===== src/rtl/iff_pkg.sv =====
package iff_pkg;
    // ----------------------------------------------------------------
    // Register byte offsets
    // ----------------------------------------------------------------
    localparam logic [7:0] OFS_DEBUG_CONTROL = 8'h00;
    localparam logic [7:0] OFS_FF_ENABLE = 8'h04;
    localparam logic [7:0] OFS_FF_DISABLE = 8'h08;
    localparam logic [7:0] OFS_FF_STATE = 8'h0c;
    localparam logic [7:0] OFS_SRC_MASK = 8'h10;
    localparam logic [7:0] OFS_LINE_STATUS = 8'h14;
    // ----------------------------------------------------------------
    // Field positions and reset values
    // ----------------------------------------------------------------
    localparam int BIT_PROTECTION = 0;
    localparam int BIT_GENERAL_MASK = 1;
    localparam int BIT_FAST_SRC = 0;
    localparam int BIT_NORMAL_LINE = 1;
    localparam int BIT_FAST_LINE = 0;
    localparam logic [31:0] FF_IMPL_MASK = 32'hffff_fffe;
    localparam logic [1:0] RST_DEBUG_CONTROL = 2'h0;
    localparam logic [31:0] RST_FF_STATE = 32'h0000_0000;
    localparam logic [31:0] RST_SRC_MASK = 32'h0000_0000;
    localparam int NUM_SRC = 32;

    typedef enum {
        APB_IDLE,
        APB_ACCESS
    } iff_apb_state_t;
endpackage


===== src/rtl/iff_route_if.sv =====
`timescale 1ns/100ps
interface iff_route_if;
    logic [31:0] srcActive;
    logic [31:0] fastForce;
    logic generalMask;
    logic normalReq;
    logic fastReq;
    modport ctrl (output srcActive, output fastForce, output generalMask,
        input normalReq, input fastReq);
    modport route (input srcActive, input fastForce, input generalMask,
        output normalReq, output fastReq);
endinterface


===== src/rtl/iff_route.sv =====
`timescale 1ns/100ps
module iff_route (
    input wire clk,
    input wire rst,
    iff_route_if.route rt
);
    logic [31:0] toFast;
    logic [31:0] toNormal;
    logic normalReq_r;
    logic fastReq_r;

    // ----------------------------------------------------------------
    // Per-source steering
    // ----------------------------------------------------------------
    genvar i;
    generate
        for (i = 0; i < iff_pkg::NUM_SRC; i++) begin : g_src
            if (i == iff_pkg::BIT_FAST_SRC) begin : g_fast
                assign toFast[i] = rt.srcActive[i];
                assign toNormal[i] = 1'b0;
            end else begin : g_other
                assign toFast[i] = rt.srcActive[i] & rt.fastForce[i];
                assign toNormal[i] = rt.srcActive[i] & ~rt.fastForce[i];
            end
        end
    endgenerate

    // Registered so the core lines never glitch on decode
    always_ff @(posedge clk or posedge rst) begin
        if (rst) begin
            normalReq_r <= 1'b0;
            fastReq_r <= 1'b0;
        end else begin
            normalReq_r <= (|toNormal) & ~rt.generalMask;
            fastReq_r <= (|toFast) & ~rt.generalMask;
        end
    end

    assign rt.normalReq = normalReq_r;
    assign rt.fastReq = fastReq_r;
endmodule


===== src/rtl/iff_top.sv =====
// Summary of operation
// - General mask set holds both interrupt lines inactive.
// - Protection bit enables protection mode; control register resets to zero.
// - Enable command sets fast forcing where written one; zeros ignored.
// - Disable command clears fast forcing where written one; zeros ignored.
// - Status register reads one per source with fast forcing enabled.
// - Fast forcing only on bits 1 to 31; bit 0 unimplemented.
`timescale 1ns/100ps
module iff_top (
    input wire clk,
    input wire rst,
    input wire psel,
    input wire penable,
    input wire pwrite,
    input wire [7:0] paddr,
    input wire [31:0] pwdata,
    output logic [31:0] prdata,
    output logic pready,
    output logic pslverr,
    input wire [31:0] srcIn,
    output logic normal_interrupt_line_n,
    output logic fast_interrupt_line_n,
    output logic protectionMode
);
    // ----------------------------------------------------------------
    // Storage
    // ----------------------------------------------------------------
    logic [1:0] debugControl_r;
    logic [31:0] fastForce_r;
    logic [31:0] srcMask_r;
    logic [31:0] srcSync1_r;
    logic [31:0] srcSync2_r;
    logic [31:0] prdata_r;
    logic pslverr_r;
    iff_pkg::iff_apb_state_t apbState_r;
    logic wrStrobe;
    logic rdStrobe;
    logic addrOk;
    logic [31:0] rdValue;
    iff_route_if rtIf();

    // ----------------------------------------------------------------
    // APB slave: one wait state, answer in the second access cycle
    // ----------------------------------------------------------------
    always_ff @(posedge clk or posedge rst) begin
        if (rst) begin
            apbState_r <= iff_pkg::APB_IDLE;
        end else begin
            case (apbState_r)
                iff_pkg::APB_IDLE: begin
                    if (psel && penable) begin
                        apbState_r <= iff_pkg::APB_ACCESS;
                    end
                end
                iff_pkg::APB_ACCESS: begin
                    apbState_r <= iff_pkg::APB_IDLE;
                end
                default: begin
                    apbState_r <= iff_pkg::APB_IDLE;
                end
            endcase
        end
    end

    assign pready = (apbState_r == iff_pkg::APB_ACCESS);
    assign wrStrobe = psel && penable && pready && pwrite;
    assign rdStrobe = psel && penable && !pwrite;

    always_comb begin
        addrOk = 1'b1;
        rdValue = 32'h0000_0000;
        case (paddr)
            iff_pkg::OFS_DEBUG_CONTROL: begin
                rdValue[1:0] = debugControl_r;
            end
            iff_pkg::OFS_FF_ENABLE: begin
                rdValue = 32'h0000_0000;
            end
            iff_pkg::OFS_FF_DISABLE: begin
                rdValue = 32'h0000_0000;
            end
            iff_pkg::OFS_FF_STATE: begin
                rdValue = fastForce_r & iff_pkg::FF_IMPL_MASK;
            end
            iff_pkg::OFS_SRC_MASK: begin
                rdValue = srcMask_r;
            end
            iff_pkg::OFS_LINE_STATUS: begin
                rdValue[iff_pkg::BIT_NORMAL_LINE] = rtIf.normalReq;
                rdValue[iff_pkg::BIT_FAST_LINE] = rtIf.fastReq;
            end
            default: begin
                addrOk = 1'b0;
            end
        endcase
    end

    // Read data captured in the wait cycle, stable when pready rises
    always_ff @(posedge clk or posedge rst) begin
        if (rst) begin
            prdata_r <= 32'h0000_0000;
            pslverr_r <= 1'b0;
        end else if (psel && penable && !pready) begin
            prdata_r <= rdStrobe ? rdValue : 32'h0000_0000;
            pslverr_r <= !addrOk;
        end
    end

    assign prdata = prdata_r;
    assign pslverr = pready ? pslverr_r : 1'b0;

    // ----------------------------------------------------------------
    // Debug control
    // ----------------------------------------------------------------
    always_ff @(posedge clk or posedge rst) begin
        if (rst) begin
            debugControl_r <= iff_pkg::RST_DEBUG_CONTROL;
        end else if (wrStrobe && paddr == iff_pkg::OFS_DEBUG_CONTROL) begin
            debugControl_r <= pwdata[1:0];
        end
    end

    assign protectionMode = debugControl_r[iff_pkg::BIT_PROTECTION];

    // ----------------------------------------------------------------
    // Fast forcing state
    // ----------------------------------------------------------------
    always_ff @(posedge clk or posedge rst) begin
        if (rst) begin
            fastForce_r <= iff_pkg::RST_FF_STATE;
        end else if (wrStrobe && paddr == iff_pkg::OFS_FF_ENABLE) begin
            fastForce_r <= (fastForce_r | pwdata) & iff_pkg::FF_IMPL_MASK;
        end else if (wrStrobe && paddr == iff_pkg::OFS_FF_DISABLE) begin
            fastForce_r <= fastForce_r & ~pwdata & iff_pkg::FF_IMPL_MASK;
        end
    end

    always_ff @(posedge clk or posedge rst) begin
        if (rst) begin
            srcMask_r <= iff_pkg::RST_SRC_MASK;
        end else if (wrStrobe && paddr == iff_pkg::OFS_SRC_MASK) begin
            srcMask_r <= pwdata;
        end
    end

    // Sources arrive from other logic blocks; synchronised as pins
    always_ff @(posedge clk or posedge rst) begin
        if (rst) begin
            srcSync1_r <= 32'h0000_0000;
            srcSync2_r <= 32'h0000_0000;
        end else begin
            srcSync1_r <= srcIn;
            srcSync2_r <= srcSync1_r;
        end
    end

    // ----------------------------------------------------------------
    // Routing to the core lines
    // ----------------------------------------------------------------
    assign rtIf.srcActive = srcSync2_r & srcMask_r;
    assign rtIf.fastForce = fastForce_r;
    assign rtIf.generalMask = debugControl_r[iff_pkg::BIT_GENERAL_MASK];

    iff_route u_route (
        .clk(clk),
        .rst(rst),
        .rt(rtIf.route)
    );

    // Lines are active low toward the core
    assign normal_interrupt_line_n = ~rtIf.normalReq;
    assign fast_interrupt_line_n = ~rtIf.fastReq;
endmodule

===== config.mk =====
export PLATFORM = sky130hd
export DESIGN_NAME = iff_top
export DESIGN_NICKNAME = d
export VERILOG_FILES = /design/src/rtl/iff_pkg.sv /design/src/rtl/iff_route_if.sv /design/src/rtl/iff_route.sv /design/src/rtl/iff_top.sv
export SDC_FILE = /design/constraint.sdc
export NUM_CORES = 1
export LEC_CHECK = 0
export BUFFER_PORTS_ARGS = -buffer_cell sky130_fd_sc_hd__buf_2
export CAP_MARGIN = 10
export CORE_MARGIN = 2
export CORE_UTILIZATION = 40
export DETAILED_ROUTE_END_ITERATION = 7
export PLACE_DENSITY = 0.58
export SKIP_CTS_REPAIR_TIMING = 1
export SYNTH_ARGS = -nofsm -noshare
export SYNTH_HDL_FRONTEND = slang
export SYNTH_SLANG_ARGS = --single-unit

===== constraint.sdc =====
create_clock -name clk -period 9.15 [get_ports clk]
set_clock_uncertainty 0.1 [all_clocks]
set_input_delay 0.4575 -clock clk [delete_from_list [all_inputs] [get_ports clk]]
set_output_delay 0.4575 -clock clk [all_outputs]
set_load 0.005 [all_outputs]

**After elaboration in Yosys (flattened, before gate mapping)**

Cells that the tools add are included.

- Output and inout port bits: 37
- Word-level logic and storage cells: 146
- Input bits: 77
- Bits in registers: 197

- Bitwise operators: 102
- Equal/unequal tests: 7
- Reduce and logical (&&, ||, !) cells: 18
- Muxes and demuxes: 9

Operators by type and width:

| cell | count |
|---|---|
| two-way mux 32 bit | 5 |
| AND 1 bit | 64 |
| AND 32 bit | 2 |
| case mux 30 bit (2 select lines) | 1 |
| NOT 1 bit | 34 |
| == test 32 x 2 -> 1 bit, second input constant | 1 |
| logical NOT 32 bit | 1 |
| NOT 32 bit | 1 |
| bitwise OR 32 bit | 1 |
| OR reduction 32 bit | 1 |
| OR reduction 31 bit | 1 |
| == test 8 x 4 -> 1 bit, second input constant | 2 |
| == test 8 x 5 -> 1 bit, second input constant | 2 |
| logical AND 1 bit | 9 |
| == test 8 x 3 -> 1 bit, second input constant | 1 |
| logical NOT 8 bit | 1 |
| case mux 2 bit (4 select lines) | 1 |
| OR reduction 6 bit | 1 |
| logical NOT 1 bit | 3 |
| two-way mux 1 bit | 2 |
| inequality test 2 bit, second input constant | 1 |
| nonzero test 2 bit | 1 |

**Longest topological paths before layout**

- Depth in word-level cells: 6
- Mapped depth: 6

**By module**

From an unflattened synthesis, not the netlist that was laid out.

- Cells, all modules: 486
- Area total of the unflattened synthesis: 6652.6 um^2

Modules (own cells, without submodules):

| module | cells an instance | times used | area each (um^2) |
|---|---|---|---|
| iff_top | 414 | 1 | 6165.9 |
| iff_route | 72 | 1 | 486.7 |

**Worst setup path after synthesis**

Ideal clock, no wire load.

- Kind: in2reg
- From: in paddr[0]
- To: reg srcMask_r[10]
- Stages on the path: 5
- Data arrival time: 1.872 ns
- Slack: 7.051 ns
- Library setup time: 0.127 ns
- Cell sequence: or4_4 nor4_4 nand3_2 buf_6 mux2_1

- Word-level cells in the longest chain between the ends: 2

RTL lines:

| item | RTL line | source |
|---|---|---|
| start, declared | iff_top.sv:15 | `input wire [7:0] paddr,` |
| == test 8 x 5 -> 1 bit | iff_top.sv:141 | `end else if (wrStrobe && paddr == iff_pkg::OFS_SRC_MASK) begin` |
| logical AND 1 bit | iff_top.sv:141 |  |
| end signal, assigned | iff_top.sv:140 | `srcMask_r <= iff_pkg::RST_SRC_MASK;` |
| end signal, assigned | iff_top.sv:142 | `srcMask_r <= pwdata;` |
| end, declared | iff_top.sv:30 | `logic [31:0] srcMask_r;` |

No other way between the ends.
A chain may end at the register's enable or synchronous reset.

**Final worst setup path**

- From: in paddr[0]
- To: reg srcMask_r[13]

Same word-level chain as after synthesis.

==> metrics.md <==
| Metric | Value |
|---|---|
| I/O pin total | `~110` |
| Top-area cell type share of the netlist area | `0.635` |
| Critical path startpoint category | `primary input` |
| Placer Congestion | `just over 0.8` |
| DR WL/cell | `roughly 19 um` |
| Crit path max fanout | `32` |
| Detailed-route wire length | `16.4 mm` |
| Syn Nets | `600` |
| Die area | `roughly 17000 sq um` |
| # DRC | `0` |
| TritonCTS clock tree | `done` |
| Total Nets Final | `714` |
| DR pass1 iterations | `5` |
| Final Slew Violations | `0` |
| Top FF cell, synth | `dfrtp_1` |
| Slowest stage cell, crit path | `nand3_2` |
| GRT overflow | `0` |
| Pwr Density | `approximately 190 nW/um^2` |
| Max-cap violations | `0` |
| Clock root buffer | `clkbuf_16` |
| Setup TNS Final | `0 ps` |
| GRT Total Usage | `0.201` |
| Antenna violations before repair | `0` |
| DR vias | `between 4000 and 5000` |
| Area delta synth->final | `20.6%` |
| Max H-tree Level | `4` |
| Logic pwr share | `0.032` |
| Post-synth top cells | `dfrtp_1, nand2_1, nand3_1, inv_1, a22o_1` |
| Design Power | `1.51 mW` |
| Std-Cell Rows | `46` |
| CP Class | `in -> reg` |
| Maximum vdd drop | `0.134 mV` |
| Mapped Area | `6500 sq um` |
| Worst EP required | `between 9000 and 10000 ps` |
| Crit path DAT | `2870 ps` |
| Max-slew headroom | `0.300` |
| Critical path's top delay family | `simple AND/OR/NAND/NOR gates` |
| Vias in the first global route | `between 4000 and 5000` |
| Synth async-reset ratio | `1.00` |
| WHS Path Cells | `1` |
| Number of enable flip-flop cells after synthesis | `0` |
| Cells after Synth | `523` |
| Critical Path End Type | `flop` |
| Die Ht | `between 100 and 150 um` |
| Clk_lat worst skew | `~430 ps` |
| Clock sink total | `165` |
| Area of the core | `between 15000 and 20000 sq um` |
| Yosys reg bits | `~170` |
| Reg clk slew, reported paths | `around 60 ps` |
| Initial Util | `0.409` |
| Syn Area/Cell | `approximately 12 sq um` |
| Post-route ant nets | `0` |
| TritonCTS buffer count | `17` |
| Hold slack | `~30 ps` |
| Worst path buffer plus inverter count | `1` |
| N_diodes | `0` |
| Share of power burned in the clock network | `0.468` |
| Clock Path Buffers | `2` |
| Instance count on the critical path | `5` |
| Count leader, synth | `dfrtp_1` |
| Netlist cell types | `36` |
| Final hold vios | `0` |
| Share of post-route cells with drive strength above 1 | `0.322` |
| Largest net degree at the start of global routing | `85` |
| Worst path cell trace | `buf_2 > or4_4 > nor4_4 > nand3_2 > mux2_1` |
| Unrepaired setup endpoints after global routing | `false` |
| NetSw | `329 uW` |
| Switching share of total power | `0.218` |
| Min-delay worst type | `in -> reg` |
| Min cycle time layout | `around 2700 ps` |
| Final setup vio count | `0` |
| Sequential share of power | `0.500` |
| Vias per cell | `5.32` |
| 1st-iter DRT viols | `about 280` |
| R2r worst-path depth | `4` |
| Seq/Total Area, Yosys | `0.635` |
| Yosys warnings | `0` |
| Period utilization | `0.292` |
| IO buf count | `around 110` |
| Synth area leaders | `dfrtp_1, a22o_1, nand3_1` |
| First-pass GRT wire length | `between 20 and 30 mm` |
| Run status | `completed` |
| HPWL after DPL | `10.8 mm` |
| Leakage power | `just under 4 nW` |
| Cell taking the most area after synthesis | `dfrtp_1` |
| Die width | `about 130 um` |
| Max incr delay on CP | `850 ps` |
| Fmax | `375 MHz` |
| Int Pwr | `around 1.2 mW` |
| Util after Layout | `0.494` |
| Worst Tran Pin Value | `1050 ps` |
cells by family (layout without fill, tap and decap cells):
logic type,Yosys count,in the layout,synth area share
and+or+nand+nor,141,141,0.109
buffers and inverters,60,187,0.0427
AOI/OAI and AO/OA,121,121,0.151
muxes,36,36,0.0621
DFF,165,165,0.635
metal layers:
layer | global-route usage | share of wire | vias up | routed length [um]
met5 | 0 | 0 | - | 0
met1 | 0.269 | 0.45 | 2346 | 7370
li1 | - | - | 2082 | -
met4 | 0.0743 | 0.020 | 0 | 331
met3 | 0.0536 | 0.058 | 24 | 946
met2 | 0.315 | 0.47 | 152 | 7800
power groups by stage:
stage / registers, mW / clock network [mW] / logic (mW)
floorplan: 0.764 / 0 / 0.0192
global placement: 0.767 / 0 / 0.0486
detailed placement: 0.767 / 0 / 0.0500
CTS: 0.754 / 0.720 / 0.0503
global route: 0.755 / 0.750 / 0.0551
finish: 0.753 / 0.704 / 0.0486
cells in the final DEF (no fill, tap or decap), drive strengths merged:
| cell | instances |
|---|---|
| and2 | 1 |
| nor3b | 1 |
| nand2 | 56 |
| nor2 | 4 |
| o22ai | 12 |
| o211ai | 1 |
| a21oi | 1 |
| or4b | 1 |
| nor4 | 5 |
| a22oi | 1 |
| nor4bb | 1 |
| mux2 | 35 |
| a21o | 30 |
| o2111ai | 9 |
| inv | 37 |
| clkbuf | 20 |
| clkinvlp | 3 |
| nand3 | 55 |
| or4 | 1 |
| a32oi | 1 |
| clkinv | 6 |
| dfrtp | 165 |
| o21ai | 31 |
| a41oi | 1 |
| and3 | 3 |
| buf | 119 |
| nand4 | 1 |
| a32o | 2 |
| bufinv | 2 |
| mux2i | 1 |
| nor3 | 4 |
| nand3b | 8 |
| a22o | 31 |
| a31oi | 1 |
area by class of cell:
class	instances	area, sq um
fillers	1477	8040
flip-flops and latches	165	4130
multi-input cells	298	2110
repair buffers	119	611
clock buffers	20	457
well taps	216	270
inverters	36	140
clock inverters	12	129
per-stage QoR:
stage / setup slack, ps / cell area (sq um) / instances
2_1_floorplan: 4130 / 6500 / 523
3_3_place_gp: 6070 / 7260 / 834
3_5_place_dp: 6040 / 7260 / 834
4_1_cts: 6460 / 7840 / 866
5_1_grt: 6400 / 7840 / 866
6_report: 6480 / 7840 / 866
worst paths after layout:
check	startpoint	endpoint	slack, ps
max	paddr[0]	srcMask_r[13]$_DFFE_PP0P_	6480
min	srcIn[14]	srcSync1_r[14]$_DFF_PP0_	30
max reg2reg	apbState_r[0]$_DFFE_PP0P_	srcMask_r[13]$_DFFE_PP0P_	6800
min reg2reg	srcSync1_r[25]$_DFF_PP0_	srcSync2_r[25]$_DFF_PP0_	250
max in group asynchronous	rst	prdata[30]$_DFFE_PP0P_	7330
min in group asynchronous	rst	srcSync1_r[25]$_DFF_PP0_	50
Note: power is estimated with default switching activity, not from simulation.
